`src/pkg/sadc_regs.vh`:
```
// register map, field positions, reset values and timing counts of the converter control block
`ifndef SADC_REGS_VH
`define SADC_REGS_VH
// ==========================================================
// secondary bus offsets
`define SADC_OFS_PIN_SEL0    8'h2A
`define SADC_OFS_PWR_CTRL    8'h2D
`define SADC_OFS_TIMING_CFG  8'h32
`define SADC_OFS_REF_CFG     8'h42
`define SADC_OFS_PIN_SEL1    8'h53
`define SADC_OFS_PIN_SEL2    8'h54
`define SADC_OFS_PIN_SEL3    8'h55
`define SADC_OFS_PIN_SEL4    8'h56
`define SADC_OFS_PIN_SEL5    8'h57
// ==========================================================
// special function register offsets
`define SADC_SFR_SPT         8'hC1
`define SADC_SFR_SCAN        8'hC3
`define SADC_SFR_CKC         8'hC4
`define SADC_SFR_RES_HI      8'hC5
`define SADC_SFR_RES_LO      8'hC6
`define SADC_SFR_IEN         8'hE6
`define SADC_SFR_IFLAG       8'hF1
`define SADC_SFR_IPRI        8'hF6
// ==========================================================
// field positions and reset values
`define SADC_IRQ_BIT         4
`define SADC_PWR_RST         8'h01
`define SADC_REF_RST         8'h02
`define SADC_INNER_CH        6'h2C
`define SADC_LAST_PIN_CH     6'h2B
// ==========================================================
// timing: fixed tail of a conversion in converter clocks, plus 200 ns
`define SADC_TAIL_CLKS       14
`define SADC_EXTRA_NS        200
`define SADC_CORE_MHZ        40
`endif

```
`src/hdl/sadc_ctrl.v`:
```
// control logic of the 12-bit successive-approximation converter
//
// Notes on behaviour
// - first pin select: bits 6..0 channels 0..6
// - second pin select: channels 7 to 14
// - third..fifth selects: channels 15..38
// - sixth select: channels 39..43, top reserved
// - power-down bit 0, resets set
// - post-sample interval is three plus field plus sampling delay select
// - bias current bits: set 4uA, clear 5uA
// - bit 5 picks supply or internal reference
// - bit 4 picks 2V or 4V reference
// - bits 3..2 pick internal channel voltage
// - offset cancel timing code, resets to 10
// - conversion time: sample, interval, fourteen, 200ns
// - converter and offset clocks each four choices
// - refuse scan on unselected or reordered channel
// - rising start launches scan, then flag set
// - six-bit channel address, code 44 internal
// - result split high four, low eight
`default_nettype none
`include "sadc_regs.vh"
module sadc_ctrl #(
    parameter integer CH_NUM = 44,
    parameter integer RES_W  = 12
) (
    input  wire              CORE_CLK_I,
    input  wire              RSTN_I,
    input  wire              SFR_WR_I,
    input  wire              SFR_RD_I,
    input  wire [7:0]        SFR_ADDR_I,
    input  wire [7:0]        SFR_WDATA_I,
    input  wire              SEC_WR_I,
    input  wire              SEC_RD_I,
    input  wire [7:0]        SEC_ADDR_I,
    input  wire [7:0]        SEC_WDATA_I,
    input  wire [RES_W-1:0]  AN_RESULT_I,
    output reg  [7:0]        SFR_RDATA_O,
    output reg  [7:0]        SEC_RDATA_O,
    output reg  [CH_NUM-1:0] PIN_ADC_EN_O,
    output reg               CONV_PD_O,
    output reg  [5:0]        CONV_CH_O,
    output reg               SAMPLE_O,
    output reg               CONVERT_O,
    output reg  [1:0]        BIAS_SEL_O,
    output reg               REF_INT_O,
    output reg               REF_4V_O,
    output reg  [1:0]        INNER_V_SEL_O,
    output reg  [1:0]        OC_TIMING_O,
    output reg  [1:0]        CONV_CLK_SEL_O,
    output reg  [1:0]        OC_CLK_SEL_O,
    output reg               FILTER_EN_O,
    output reg               IRQ_FLAG_O,
    output reg               IRQ_EN_O,
    output reg               IRQ_HI_PRI_O
);
// ==========================================================
// configuration registers
reg  [6:0]  pin_sel0_r;
reg  [7:0]  pin_sel1_r, pin_sel2_r, pin_sel3_r, pin_sel4_r;
reg  [4:0]  pin_sel5_r;
reg  [7:0]  pwr_r, timing_r, ref_r;
reg  [7:0]  spt_r, ckc_r, ien_r, iflag_r, ipri_r;
reg  [5:0]  addr_r;
reg         start_r;
reg  [RES_W-1:0] res_r;
// set when pin selection changes after the address was written
reg         order_bad_r;
// ==========================================================
// sequencer, one-hot
localparam [3:0] ST_IDLE = 4'b0001;
localparam [3:0] ST_SAMP = 4'b0010;
localparam [3:0] ST_WAIT = 4'b0100;
localparam [3:0] ST_CONV = 4'b1000;
reg  [3:0]  state_r, state_nxt;
reg  [15:0] cnt_r, cnt_nxt;
reg  [5:0]  div_r;
wire [CH_NUM-1:0] pin_map = {pin_sel5_r, pin_sel4_r, pin_sel3_r,
                             pin_sel2_r, pin_sel1_r, pin_sel0_r};
// the converter clock is derived from the core clock; ticks mark its periods
function [5:0] clk_div;
    input [1:0] sel;
    begin
        case (sel)
            2'b00:   clk_div = 6'd5;
            2'b01:   clk_div = 6'd7;
            2'b10:   clk_div = 6'd10;
            default: clk_div = 6'd13;
        endcase
    end
endfunction
function [3:0] sampling_delay_select_clks;
    input [1:0] sel;
    begin
        case (sel)
            2'b00:   sampling_delay_select_clks = 4'd0;
            2'b01:   sampling_delay_select_clks = 4'd2;
            2'b10:   sampling_delay_select_clks = 4'd4;
            default: sampling_delay_select_clks = 4'd8;
        endcase
    end
endfunction
localparam [15:0] EXTRA_CYC =
    (`SADC_EXTRA_NS * `SADC_CORE_MHZ + 999) / 1000;
localparam [15:0] TAIL_CYC  = `SADC_TAIL_CLKS - 1;
wire tick = (div_r == 6'd0);
wire sec_wr_pin = SEC_WR_I & ((SEC_ADDR_I == `SADC_OFS_PIN_SEL0) |
    ((SEC_ADDR_I >= `SADC_OFS_PIN_SEL1) & (SEC_ADDR_I <= `SADC_OFS_PIN_SEL5)));
wire scan_wr   = SFR_WR_I & (SFR_ADDR_I == `SADC_SFR_SCAN);
wire start_req = scan_wr & SFR_WDATA_I[0] & ~start_r;
wire ch_ok     = (SFR_WDATA_I[6:1] == `SADC_INNER_CH) ||
                 ((SFR_WDATA_I[6:1] <= `SADC_LAST_PIN_CH) &&
                  pin_map[SFR_WDATA_I[6:1]]);
// launch only from idle, powered up, with a legal ordered address
wire launch = start_req & state_r[0] & ~pwr_r[0] & ch_ok &
              ~order_bad_r & ~sec_wr_pin;
wire done = state_r[3] & tick & (cnt_r == 16'd0);
// ==========================================================
// sequencer next state
always @* begin
    state_nxt = state_r;
    cnt_nxt   = cnt_r;
    case (state_r)
        ST_IDLE: begin
            if (launch) begin
                state_nxt = ST_SAMP;
                cnt_nxt   = {6'd0, spt_r, 2'b11};
            end
        end
        ST_SAMP: begin
            if (tick) begin
                if (cnt_r == 16'd0) begin
                    state_nxt = ST_WAIT;
                    cnt_nxt   = 16'd2 + {11'd0, timing_r[6:2]} +
                                {12'd0, sampling_delay_select_clks(ckc_r[5:4])};
                end else begin
                    cnt_nxt = cnt_r - 16'd1;
                end
            end
        end
        ST_WAIT: begin
            if (tick) begin
                if (cnt_r == 16'd0) begin
                    state_nxt = ST_CONV;
                    cnt_nxt   = TAIL_CYC;
                end else begin
                    cnt_nxt = cnt_r - 16'd1;
                end
            end
        end
        ST_CONV: begin
            if (tick) begin
                if (cnt_r == 16'd0) begin
                    state_nxt = ST_IDLE;
                end else begin
                    cnt_nxt = cnt_r - 16'd1;
                end
            end
        end
        default: begin
            state_nxt = ST_IDLE;
            cnt_nxt   = 16'd0;
        end
    endcase
    // power-down aborts a scan in flight
    if (pwr_r[0]) begin
        state_nxt = ST_IDLE;
    end
end
// ==========================================================
// sequencer registers and the 200 ns tail, folded into the end
reg [15:0] tail_r;
always @(posedge CORE_CLK_I or negedge RSTN_I) begin
    if (!RSTN_I) begin
        state_r <= ST_IDLE;
        cnt_r   <= 16'h0000;
        div_r   <= 6'd0;
        tail_r  <= 16'h0000;
    end else begin
        state_r <= state_nxt;
        cnt_r   <= cnt_nxt;
        div_r   <= (state_r[0] || tick) ? clk_div(ckc_r[1:0]) : div_r - 6'd1;
        if (done & ~pwr_r[0])
            tail_r <= EXTRA_CYC;
        else if (tail_r != 16'h0000)
            tail_r <= pwr_r[0] ? 16'h0000 : tail_r - 16'd1;
    end
end
wire finish = (tail_r == 16'd1);
// ==========================================================
// register writes
always @(posedge CORE_CLK_I or negedge RSTN_I) begin
    if (!RSTN_I) begin
        pin_sel0_r  <= 7'h00;
        pin_sel1_r  <= 8'h00;
        pin_sel2_r  <= 8'h00;
        pin_sel3_r  <= 8'h00;
        pin_sel4_r  <= 8'h00;
        pin_sel5_r  <= 5'h00;
        pwr_r       <= `SADC_PWR_RST;
        timing_r    <= 8'h00;
        ref_r       <= `SADC_REF_RST;
        spt_r       <= 8'h00;
        ckc_r       <= 8'h00;
        ien_r       <= 8'h00;
        iflag_r     <= 8'h00;
        ipri_r      <= 8'h00;
        addr_r      <= 6'h00;
        start_r     <= 1'b0;
        res_r       <= {RES_W{1'b0}};
        order_bad_r <= 1'b0;
    end else begin
        if (SEC_WR_I) begin
            case (SEC_ADDR_I)
                `SADC_OFS_PIN_SEL0:   pin_sel0_r <= SEC_WDATA_I[6:0];
                `SADC_OFS_PIN_SEL1:   pin_sel1_r <= SEC_WDATA_I;
                `SADC_OFS_PIN_SEL2:   pin_sel2_r <= SEC_WDATA_I;
                `SADC_OFS_PIN_SEL3:   pin_sel3_r <= SEC_WDATA_I;
                `SADC_OFS_PIN_SEL4:   pin_sel4_r <= SEC_WDATA_I;
                `SADC_OFS_PIN_SEL5:   pin_sel5_r <= SEC_WDATA_I[4:0];
                `SADC_OFS_PWR_CTRL:   pwr_r      <= SEC_WDATA_I;
                `SADC_OFS_TIMING_CFG: timing_r   <= {1'b0, SEC_WDATA_I[6:0]};
                `SADC_OFS_REF_CFG:    ref_r      <= {2'b00, SEC_WDATA_I[5:0]};
                default: ;
            endcase
        end
        // a select change after the address stands needs a fresh address write
        if (scan_wr)
            order_bad_r <= 1'b0;
        else if (sec_wr_pin)
            order_bad_r <= 1'b1;
        if (SFR_WR_I) begin
            case (SFR_ADDR_I)
                `SADC_SFR_SPT:  spt_r  <= SFR_WDATA_I;
                `SADC_SFR_CKC:  ckc_r  <= SFR_WDATA_I;
                `SADC_SFR_IEN:  ien_r  <= {SFR_WDATA_I[7:2], 2'b00};
                `SADC_SFR_IPRI: ipri_r <= {SFR_WDATA_I[7:2], 2'b00};
                default: ;
            endcase
        end
        // address writes to the scan register are taken only while the sequencer is idle, the 200 ns tail included
        if (scan_wr && state_r[0])
            addr_r <= SFR_WDATA_I[6:1];
        if (launch)
            start_r <= 1'b1;
        else if (finish || pwr_r[0])
            start_r <= 1'b0;
        if (finish)
            res_r <= AN_RESULT_I;
        // hardware set wins over a software clear in the same cycle
        if (SFR_WR_I && SFR_ADDR_I == `SADC_SFR_IFLAG)
            iflag_r <= {SFR_WDATA_I[7:2], 2'b00};
        if (finish)
            iflag_r[`SADC_IRQ_BIT] <= 1'b1;
    end
end
// ==========================================================
// read data and outputs, all registered
always @(posedge CORE_CLK_I or negedge RSTN_I) begin
    if (!RSTN_I) begin
        SFR_RDATA_O    <= 8'h00;
        SEC_RDATA_O    <= 8'h00;
        PIN_ADC_EN_O   <= {CH_NUM{1'b0}};
        CONV_PD_O      <= 1'b1;
        CONV_CH_O      <= 6'h00;
        SAMPLE_O       <= 1'b0;
        CONVERT_O      <= 1'b0;
        BIAS_SEL_O     <= 2'b00;
        REF_INT_O      <= 1'b0;
        REF_4V_O       <= 1'b0;
        INNER_V_SEL_O  <= 2'b00;
        OC_TIMING_O    <= 2'b10;
        CONV_CLK_SEL_O <= 2'b00;
        OC_CLK_SEL_O   <= 2'b00;
        FILTER_EN_O    <= 1'b0;
        IRQ_FLAG_O     <= 1'b0;
        IRQ_EN_O       <= 1'b0;
        IRQ_HI_PRI_O   <= 1'b0;
    end else begin
        case (SFR_ADDR_I)
            `SADC_SFR_SPT:    SFR_RDATA_O <= spt_r;
            `SADC_SFR_SCAN:   SFR_RDATA_O <= {1'b0, addr_r, start_r};
            `SADC_SFR_CKC:    SFR_RDATA_O <= ckc_r;
            `SADC_SFR_RES_HI: SFR_RDATA_O <= {4'h0, res_r[11:8]};
            `SADC_SFR_RES_LO: SFR_RDATA_O <= res_r[7:0];
            `SADC_SFR_IEN:    SFR_RDATA_O <= ien_r;
            `SADC_SFR_IFLAG:  SFR_RDATA_O <= iflag_r;
            `SADC_SFR_IPRI:   SFR_RDATA_O <= ipri_r;
            default:          SFR_RDATA_O <= 8'h00;
        endcase
        case (SEC_ADDR_I)
            `SADC_OFS_PIN_SEL0:   SEC_RDATA_O <= {1'b0, pin_sel0_r};
            `SADC_OFS_PIN_SEL1:   SEC_RDATA_O <= pin_sel1_r;
            `SADC_OFS_PIN_SEL2:   SEC_RDATA_O <= pin_sel2_r;
            `SADC_OFS_PIN_SEL3:   SEC_RDATA_O <= pin_sel3_r;
            `SADC_OFS_PIN_SEL4:   SEC_RDATA_O <= pin_sel4_r;
            `SADC_OFS_PIN_SEL5:   SEC_RDATA_O <= {3'b000, pin_sel5_r};
            `SADC_OFS_PWR_CTRL:   SEC_RDATA_O <= pwr_r;
            `SADC_OFS_TIMING_CFG: SEC_RDATA_O <= timing_r;
            `SADC_OFS_REF_CFG:    SEC_RDATA_O <= ref_r;
            default:              SEC_RDATA_O <= 8'h00;
        endcase
        PIN_ADC_EN_O   <= pin_map;
        CONV_PD_O      <= pwr_r[0];
        CONV_CH_O      <= addr_r;
        SAMPLE_O       <= state_nxt[1];
        CONVERT_O      <= state_nxt[3];
        BIAS_SEL_O     <= timing_r[1:0];
        REF_INT_O      <= ref_r[5];
        REF_4V_O       <= ref_r[4];
        INNER_V_SEL_O  <= ref_r[3:2];
        OC_TIMING_O    <= ref_r[1:0];
        CONV_CLK_SEL_O <= ckc_r[1:0];
        OC_CLK_SEL_O   <= ckc_r[3:2];
        FILTER_EN_O    <= ckc_r[7];
        IRQ_FLAG_O     <= iflag_r[`SADC_IRQ_BIT];
        IRQ_EN_O       <= ien_r[`SADC_IRQ_BIT];
        IRQ_HI_PRI_O   <= ipri_r[`SADC_IRQ_BIT];
    end
end
endmodule
`default_nettype wire

```
`config.mk`:
```
export PLATFORM = sky130hd
export DESIGN_NAME = sadc_ctrl
export DESIGN_NICKNAME = d
export VERILOG_FILES = /design/src/hdl/sadc_ctrl.v
export VERILOG_INCLUDE_DIRS = /design/src /design/src/pkg
export SDC_FILE = /design/constraint.sdc
export NUM_CORES = 1
export LEC_CHECK = 0
export BUFFER_PORTS_ARGS = -buffer_cell sky130_fd_sc_hd__buf_2
export CORE_ASPECT_RATIO = 1.25
export CORE_UTILIZATION = 52
export CTS_CLUSTER_SIZE = 16
export DETAILED_ROUTE_END_ITERATION = 8
export GPL_TIMING_DRIVEN = 0
export PLACE_DENSITY = 0.8
export SKIP_CTS_REPAIR_TIMING = 1
export SYNTH_ARGS = -nofsm -noshare
export SYNTH_HDL_FRONTEND = slang
export SYNTH_SLANG_ARGS = --single-unit
export TNS_END_PERCENT = 5
```
`constraint.sdc`:
```
create_clock -name CORE_CLK_I -period 2.7 [get_ports CORE_CLK_I]
set_input_delay 0.135 -clock CORE_CLK_I [delete_from_list [all_inputs] [get_ports CORE_CLK_I]]
set_output_delay 0.135 -clock CORE_CLK_I [all_outputs]
set_load 0.02 [all_outputs]
```
# Yosys cells after proc, flatten, opt, wreduce, memory -nomap -nowiden
# Index checks and enable logic that the tools add are counted.
# word_totals
register_bits	246
# op_classes
n_mux	36
bitwise_logic	18
order_cmp	4
add_sub_neg	5
reduce_logical	30
eq_ne	39
# op_table
cell	n
$mux W16	10
$pmux W8 S9	1
$eq A8 B8 Y1 const B	8
$pmux W16 S4	1
$pmux W8 S8	1
$eq A8 B7 Y1 const B	6
$mux W4	11
$sub A16 B1 Y16 const B	2
$reduce_and A2 Y1	13
$eq A8 B6 Y1 const B	3
$pmux W4 S3	2
$ne A3 B3 Y1 const B	7
$eq A16 B1 Y1 const B	1
$logic_not A16 Y1	1
$pmux W4 S4	1
$reduce_bool A16 Y1	1
$and A1 B1 Y1	13
$ne A2 B2 Y1 const B	5
$ge A8 B7 Y1 const B	1
$le A8 B7 Y1 const B	1
$reduce_bool A2 Y1	4
$add A6 B4 Y7	1
$lt A6 B7 Y1 const B	1
$reduce_and A7 Y1	1
21 further kinds	36

# Depth between registers and ports, before layout
# Gate-level depths: netlist of the first run.
# logic_depth
word_depth	12
depth_mapped	12

# Worst setup path after synthesis of the first run
# OpenSTA, ideal clock, no wires.
# synth_path
path_type	reg2reg
startpoint	reg cnt_r[3]
endpoint	reg cnt_r[3]
required_ns	2.576
setup_slack_ns	0.184
setup_time_ns	0.124
n_path_buf	1
arrival_ns	2.392
path_stages_with_launch	8
path_cell_list	dfrtp_1 -> nor3_1 -> nand4_1 -> o21a_1 -> o41ai_2 -> clkbuf_1 -> nor3_1 -> a211o_1
# synth_via
elab_chain_cells	4
elab_cells_between_ends	11
cone_classes	add/sub (1); eq/ne (1); mux (7); reduce/logical (2)
# synth_rtl
element	line_no	text
start: declaration	sadc_ctrl.v:76	reg [15:0] cnt_r, cnt_nxt;
start signal: assignment	sadc_ctrl.v:181	cnt_r <= cnt_nxt;
$sub A16 B1 Y16 / $logic_not A16 Y1 (equally long branches)	n/a	
$mux W16, on equally long branches	sadc_ctrl.v:153, sadc_ctrl.v:132, sadc_ctrl.v:143	
$mux W16, on equally long branches	sadc_ctrl.v:152, sadc_ctrl.v:131, sadc_ctrl.v:142	
$pmux W16 S4	sadc_ctrl.v:123	case (state_r)
# Several ways; a longest one is shown, not always the timed one. The select of a mux whose other input is x is not followed.
# A chain may end at the register's enable or synchronous reset.

# Worst setup path in the final report of the first run
# layout_path
startpoint	reg tail_r[10]
endpoint	reg res_r[5]
# layout_via
elab_chain_cells	1
# layout_rtl
element	line_no	text
start: declaration	sadc_ctrl.v:172	reg [15:0] tail_r;
start signal: assignment	sadc_ctrl.v:186	tail_r <= pwr_r[0] ? 16'h0000 : tail_r - 16'd1;
$eq A16 B1 Y1	sadc_ctrl.v:189	wire finish = (tail_r == 16'd1);
end signal: assignment	sadc_ctrl.v:210	res_r <= {RES_W{1'b0}};
end: declaration	sadc_ctrl.v:66	reg [RES_W-1:0] res_r;
# Every way passes these cells.

==> results of run 1 <==
## layout make-up
cell class | count | area share
clock buffer | 29 | 0.0523
buffer | 33 | 0.0135
sequential | 244 | 0.477
tap | 270 | 0.0264
antenna | 1 | 0.000195
multi-input combinational | 539 | 0.344
timing repair buffer | 147 | 0.0670
inverter | 19 | 0.00557
clock inverter | 15 | 0.0141
## metal layers
metal	GRT usage	vias up	wire length, µm
li1	-	3458	-
met1	0.330	3931	10800
met2	0.443	289	13800
met3	0.0455	61	1620
met4	0.0877	0	800
met5	0	-	0
## cell usage after synthesis, types with 7 or more instances
master,count
dfrtp_1,239
mux2_2,118
nor2_1,51
a22oi_1,34
nand2_1,34
nor3_1,33
nand3_1,27
o21ai_0,27
clkbuf_1,23
a21oi_1,22
inv_1,19
mux4_2,16
mux2i_1,15
ha_1,13
nor2b_1,12
nor4_1,11
xnor2_1,9
o31ai_1,7
or3_1,7
## power by group
group	switching (mW)	internal, mW
Sequential	0.206	3.88
Combinational	0.508	0.346
Clock	1.44	2.07
## logic make-up after synthesis
| logic type | synth area share |
|---|---|
| compound gates | 0.0942 |
| flops | 0.572 |
| mux | 0.172 |
| xor+xnor | 0.0115 |
| simple gates | 0.111 |
| fa+ha+maj | 0.0171 |
| buf+inv | 0.0222 |
## registers in the layout, indices dropped and copies added (netlist names), 7 cells and up
| signal | count |
|---|---|
| pwr_r | 8 |
| PIN_ADC_EN_O | 44 |
| spt_r | 8 |
| tail_r | 16 |
| pin_sel4_r | 8 |
| timing_r | 7 |
| pin_sel2_r | 8 |
| res_r | 12 |
| SEC_RDATA_O | 8 |
| pin_sel0_r | 7 |
| pin_sel3_r | 8 |
| ckc_r | 8 |
| pin_sel1_r | 8 |
| SFR_RDATA_O | 8 |
| cnt_r | 16 |
## worst min path at each step
| stage | slack (ns) | endpoint | cells after the start |
|---|---|---|---|
| final | -0.02 | SEC_RDATA_O[7]$_DFF_PN0_ | 3 |
| after floorplan | -0.16 | BIAS_SEL_O[0]$_DFF_PN0_ | 0 |
| after global routing | 0.004 | SEC_RDATA_O[7]$_DFF_PN0_ | 3 |
| after CTS | -0.28 | state_r[1]$_DFF_PN0_ | 1 |
| after global placement | 0.37 | OC_TIMING_O[1]$_DFF_PN1_ | 0 |
| after detailed placement | 0.28 | tail_r[11]$_DFFE_PN0P_ | 1 |
## critical path: cells and delay by family, from the launching register on
family	cells	cell delay, ns
buffers and inverters	1	0.40
flip-flops	1	0.41
multiplexers	1	0.37
AND/OR/NAND/NOR	3	1.33
==> results.md, run 1 <==
* Status: finished, violations left
* Failing checks: hold timing
* R2r setup slk at 0.08 ns
* Final Hold Vio Count at 1
* Layout Nets at 1072
* Async SR Flop Fraction at 1.00
* Seq/Total Area, Yosys at 0.572
* Type of origin of the critical path: flip-flop
* Final setup TNS at 0 ns
* Clock slew at reported path FFs at 0.07 ns
* RR Startpoint: tail_r[10]$_DFFE_PN0P_
* Crit. End Element: flip-flop
* Worst Path Arrival at 3.03 ns
* Crit path max-delay cell type: or4_1
* Hpwl dp at 18.0 mm
* Worst-Margin Slew at 1.29 ns
* HP Start: SEC_ADDR_I[2]
* Synth cell types at 75
* Most frequent cells in the layout: dfrtp_1, buf_2, mux2_2, nor2_1
* Max stage delay on crit path at 0.59 ns
* Dominant synthesized flop cell: dfrtp_1
* WL/cell at 20.8 µm
* Number of flops mapped to enable cells by yosys at 0
* R2r endpoint: res_r[5]$_DFFE_PN0P_
* First-pass DRT Iterations at 7
* Post-layout util at 0.637
* Worst hold path class: primary input to flip-flop
* Area of the multi-input gates at 0.00440 mm²
* Synthesized flop and latch total at 244
* Fin cells at 1297
* Routed Antenna Nets at 0
* Detailed Route WL at 27.0 mm
* Worst-Skew Late Latency at 0.52 ns
* Via count at 7739
* CP startpoint: tail_r[10]$_DFFE_PN0P_
* Rel. slew slack at 0.132
* Initial antenna violation count at 1
* Largest net degree at the start of global routing at 126
* Crit-path cells: or4_1 -> nor3_1 -> nand4_1 -> clkbuf_2 -> mux2_2
* Slew Limit Fails at 0
* Vias in the first global route at 7821
* GRT overflow at 0
* Max Cap Viol at 0
* Pwr per Cell Area at 659 mW/mm²
* Top post-synthesis cells by area: dfrtp_1, mux2_2, mux4_2, a22oi_1, nor2_1
* # setup viols final at 0
* Synth warn at 0
* RD Place Congestion at 0.889
* Dominant cell type by area after synthesis: dfrtp_1
* Starting DRT DRC Count at 598
* CTS buffer count at 24
* Final WS setup at 0.0751 ns
* Row count at 58
* Area Growth Syn to Fin at 19.8%
* Unrepaired setup endpoints after global routing: true
* Buffers on Ports at 126
* Post-layout total power at 8.45 mW
* Worst reg-to-reg path cell count at 5
* Area after DPL at 0.0117 mm²
* Root Buffer: clkbuf_16
* Core ar. at 0.0201 mm²
* Max Buffers Root-to-Sink at 3
* FF/Latch Area at 0.00611 mm²
* IO Pins at 135
* Final Instance Area at 0.0128 mm²
* End point of the critical path: res_r[5]$_DFFE_PN0P_
* Static Leak at 6.27 nW
* Post-synth top area share at 0.560
* Place WS at -0.388 ns
* Chip Width at 130 µm
* Fmax at 381 MHz
* Initial Utilization at 0.532
* Dpl cells at 1233
* Share of layout cells above drive strength 1 at 0.344
* Syn_nets at 900
* Die area at 0.0211 mm²
* Residual DRC at 0
* Syn Std Cell Area at 0.0107 mm²
* Syn Inst Count at 836
* Most common cell after layout, fill and taps aside: dfrtp_1
* Crit path time final at 2.62 ns
* CTS tree: done
* Clock skew at 0.00738 ns
* Fin Hold WS at -0.0231 ns
* First-pass GRT wire length at 41.8 mm
* Critical path required time at 3.10 ns
* Setup Crit Path Kind: flip-flop to flip-flop
* Syn Area/Cell at 12.8 µm²
* Fillers at 1514
* Tot GR Track Use at 0.259
* Via-per-instance ratio at 5.97
* VDD IR max at 0.482 mV
* H-Tree Level Count at 1
* Clock Sink Count at 244
* CP Max Fanout at 10
* Die H at 162 µm
* Crit share post-route at 0.972
No activity file was read; power rests on OpenSTA's default activity.
==> run 2: changes to the inputs <==
--- a/config.mk
+++ b/config.mk
@@ -6,13 +6,14 @@
 export SDC_FILE = /design/constraint.sdc
 export NUM_CORES = 1
 export LEC_CHECK = 0
-export BUFFER_PORTS_ARGS = -buffer_cell sky130_fd_sc_hd__buf_2
+export BUFFER_PORTS_ARGS = -buffer_cell sky130_fd_sc_hd__buf_4
 export CORE_ASPECT_RATIO = 1.25
 export CORE_UTILIZATION = 52
 export CTS_CLUSTER_SIZE = 16
 export DETAILED_ROUTE_END_ITERATION = 8
 export GPL_TIMING_DRIVEN = 0
 export PLACE_DENSITY = 0.8
+export SETUP_SLACK_MARGIN = 0.4
 export SKIP_CTS_REPAIR_TIMING = 1
 export SYNTH_ARGS = -nofsm -noshare
 export SYNTH_HDL_FRONTEND = slang
==> results.md, run 2 (synthesis gave the netlist of run 1 again) <==
* Via-per-instance ratio at 5.87 (was 5.97)
* Chip Width at 130 µm (unchanged)
* # setup viols final at 0 (unchanged)
* Max Cap Viol at 0 (unchanged)
* Area Growth Syn to Fin at 26.3% (was 19.8%)
* Largest reg by FF count: PIN_ADC_EN_O (unchanged)
* Detailed Route WL at 27.3 mm (was 27.0 mm)
* Final Instance Area at 0.0135 mm² (was 0.0128 mm²)
* Max stage delay on crit path at 0.71 ns (was 0.59 ns)
* Most frequent cells in the layout: dfrtp_1, buf_4, mux2_2, nor2_1 (was dfrtp_1, buf_2, mux2_2, nor2_1)
* Core ar. at 0.0201 mm² (unchanged)
* Via count at 7810 (was 7739)
* Status: finished, final reports clean (was finished, violations left)
* Worst reg-to-reg path cell count at 6 (was 5)
* Routed Antenna Nets at 0 (unchanged)
* Root Buffer: clkbuf_16 (unchanged)
* Fmax at 399 MHz (was 381 MHz)
* Unrepaired setup endpoints after global routing: true (unchanged)
* First-pass GRT wire length at 41.8 mm (about the same)
* Crit share post-route at 0.928 (was 0.972)
* Clock skew at 0.0140 ns (was 0.00738 ns)
* Worst hold path class: primary input to flip-flop (unchanged)
* Buf/Inv on CP at 1 (unchanged)
* IO Pins at 135 (unchanged)
* Max Buffers Root-to-Sink at 3 (unchanged)
* Met1 Use GR at 0.327 (was 0.330)
* CTS buffer count at 25 (was 24)
* WL/cell at 20.5 µm (was 20.8 µm)
* Final WS setup at 0.193 ns (was 0.0751 ns)
* Crit-path cells: buf_2 -> nand3_4 -> or4b_2 -> a2111oi_4 -> nor2_1 -> a21o_1 (was or4_1 -> nor3_1 -> nand4_1 -> clkbuf_2 -> mux2_2)
* Initial Utilization at 0.532 (unchanged)
* Worst-Skew Late Latency at 0.52 ns (about the same)
* Worst-Margin Slew at 1.20 ns (was 1.29 ns)
* Crit path max-delay cell type: or4b_2 (was or4_1)
* Place WS at -0.158 ns (was -0.388 ns)
* Tot GR Track Use at 0.257 (was 0.259)
* Share of layout cells above drive strength 1 at 0.368 (was 0.344)
* VDD IR max at 0.548 mV (was 0.482 mV)
* Dpl cells at 1233 (unchanged)
* Crit. End Element: flip-flop (unchanged)
* Layout Nets at 1105 (was 1072)
* Slew Limit Fails at 0 (unchanged)
* Residual DRC at 0 (unchanged)
* Max reg flops at 44 (unchanged)
* GRT overflow at 0 (unchanged)
* Starting DRT DRC Count at 604 (was 598)
* CTS tree: done (unchanged)
* ANT cells at 0 (was 1)
* H-Tree Level Count at 1 (unchanged)
* GR met2 Demand/Resource at 0.438 (was 0.443)
* Buffers on Ports at 126 (unchanged)
* Row count at 58 (unchanged)
* Final Hold Vio Count at 0 (was 1)
* Clock slew at reported path FFs at 0.06 ns (was 0.07 ns)
* Vias in the first global route at 7764 (was 7821)
* Met3 Use GR at 0.0471 (was 0.0455)
* Largest net degree at the start of global routing at 128 (was 126)
* Die H at 162 µm (unchanged)
* CP Max Fanout at 10 (unchanged)
* Type of origin of the critical path: flip-flop (unchanged)
* Hpwl dp at 18.2 mm (was 18.0 mm)
* Die area at 0.0211 mm² (unchanged)
* Setup Crit Path Kind: flip-flop to flip-flop (unchanged)
* Critical path required time at 3.10 ns (about the same)
* Worst Path Arrival at 2.91 ns (was 3.03 ns)
* Rel. slew slack at 0.197 (was 0.132)
* Area after DPL at 0.0120 mm² (was 0.0117 mm²)
* Fin cells at 1330 (was 1297)
* CP top delay family: simple AND/OR/NAND/NOR gates (unchanged)
* Cell count along the critical path at 6 (was 5)
* Fillers at 1421 (was 1514)
* GR peak layer: met2 (unchanged)
* Clock Sink Count at 244 (unchanged)
* Hold depth at 4 (was 3)
* Pwr per Cell Area at 649 mW/mm² (was 659 mW/mm²)
* Biggest regs: PIN_ADC_EN_O: 44 flops, cnt_r: 16 flops, tail_r: 16 flops (unchanged)
* Initial antenna violation count at 0 (was 1)
* Crit path time final at 2.51 ns (was 2.62 ns)
* First-pass DRT Iterations at 5 (was 7)
* Static Leak at 6.48 nW (was 6.27 nW)
* Most common cell after layout, fill and taps aside: dfrtp_1 (unchanged)
* RD Place Congestion at 0.944 (was 0.889)
-- run 2: final timing paths --
| path | startpoint | end | slack, ns |
|---|---|---|---|
| hold reg to reg | ref_r[1]$_DFFE_PN1P_ | OC_TIMING_O[1]$_DFF_PN1_ | 0.38 |
| hold / removal | SFR_ADDR_I[1] | iflag_r[4]$_DFFE_PN0P_ | 0.05 |
| max in group asynchronous | RSTN_I | pin_sel4_r[4]$_DFFE_PN0P_ | 1.31 |
| min in group asynchronous | RSTN_I | tail_r[12]$_DFFE_PN0P_ | 0.25 |
| setup reg to reg | state_r[0]$_DFFE_PN1P_ | cnt_r[12]$_DFFE_PN0P_ | 0.19 |
| setup / recovery | state_r[0]$_DFFE_PN1P_ | cnt_r[12]$_DFFE_PN0P_ | 0.19 |
-- run 2: power breakdown --
| group | leakage (nW) | internal, mW | switching (mW) | total (mW) |
|---|---|---|---|---|
| Sequential | 3.29 | 3.88 | 0.219 | 4.10 |
| Clock | 0.428 | 2.20 | 1.44 | 3.64 |
| Combinational | 2.76 | 0.465 | 0.547 | 1.01 |
-- run 2: stage by stage --
stage	power, mW	util	hold slack [ns]	TNS, ns
floorplan	4.60	-	-0.161	0
global placement	4.97	0.596	0.367	-76.28
detailed placement	5.00	0.598	0.253	-2.45
CTS	8.65	0.642	-0.295	-1.61
global route	9.09	0.671	0.0647	0
finish	8.75	0.671	0.0451	0
-- run 2: layout make-up --
cell class	count	area, µm²	area share
multi-input combinational	539	4480	0.332
inverter	19	71.3	0.00528
tap	270	338	0.0250
clock inverter	16	201	0.0149
sequential	244	6110	0.453
timing repair buffer	178	1420	0.106
buffer	34	186	0.0138
clock buffer	30	684	0.0507
-- run 2: worst register-to-register path, stage by stage, from the launching register on --
cell and delay (ns):
dfstp_2 0.55, buf_2 0.28, nand3_4 0.20, or4b_2 0.71
a2111oi_4 0.34, nor2_1 0.13, a21o_1 0.20
-- run 2: metal layers --
metal	vias up	share of wire
li1	3519	-
met1	3923	0.40
met2	301	0.51
met3	67	0.061
met4	0	0.030
met5	-	0
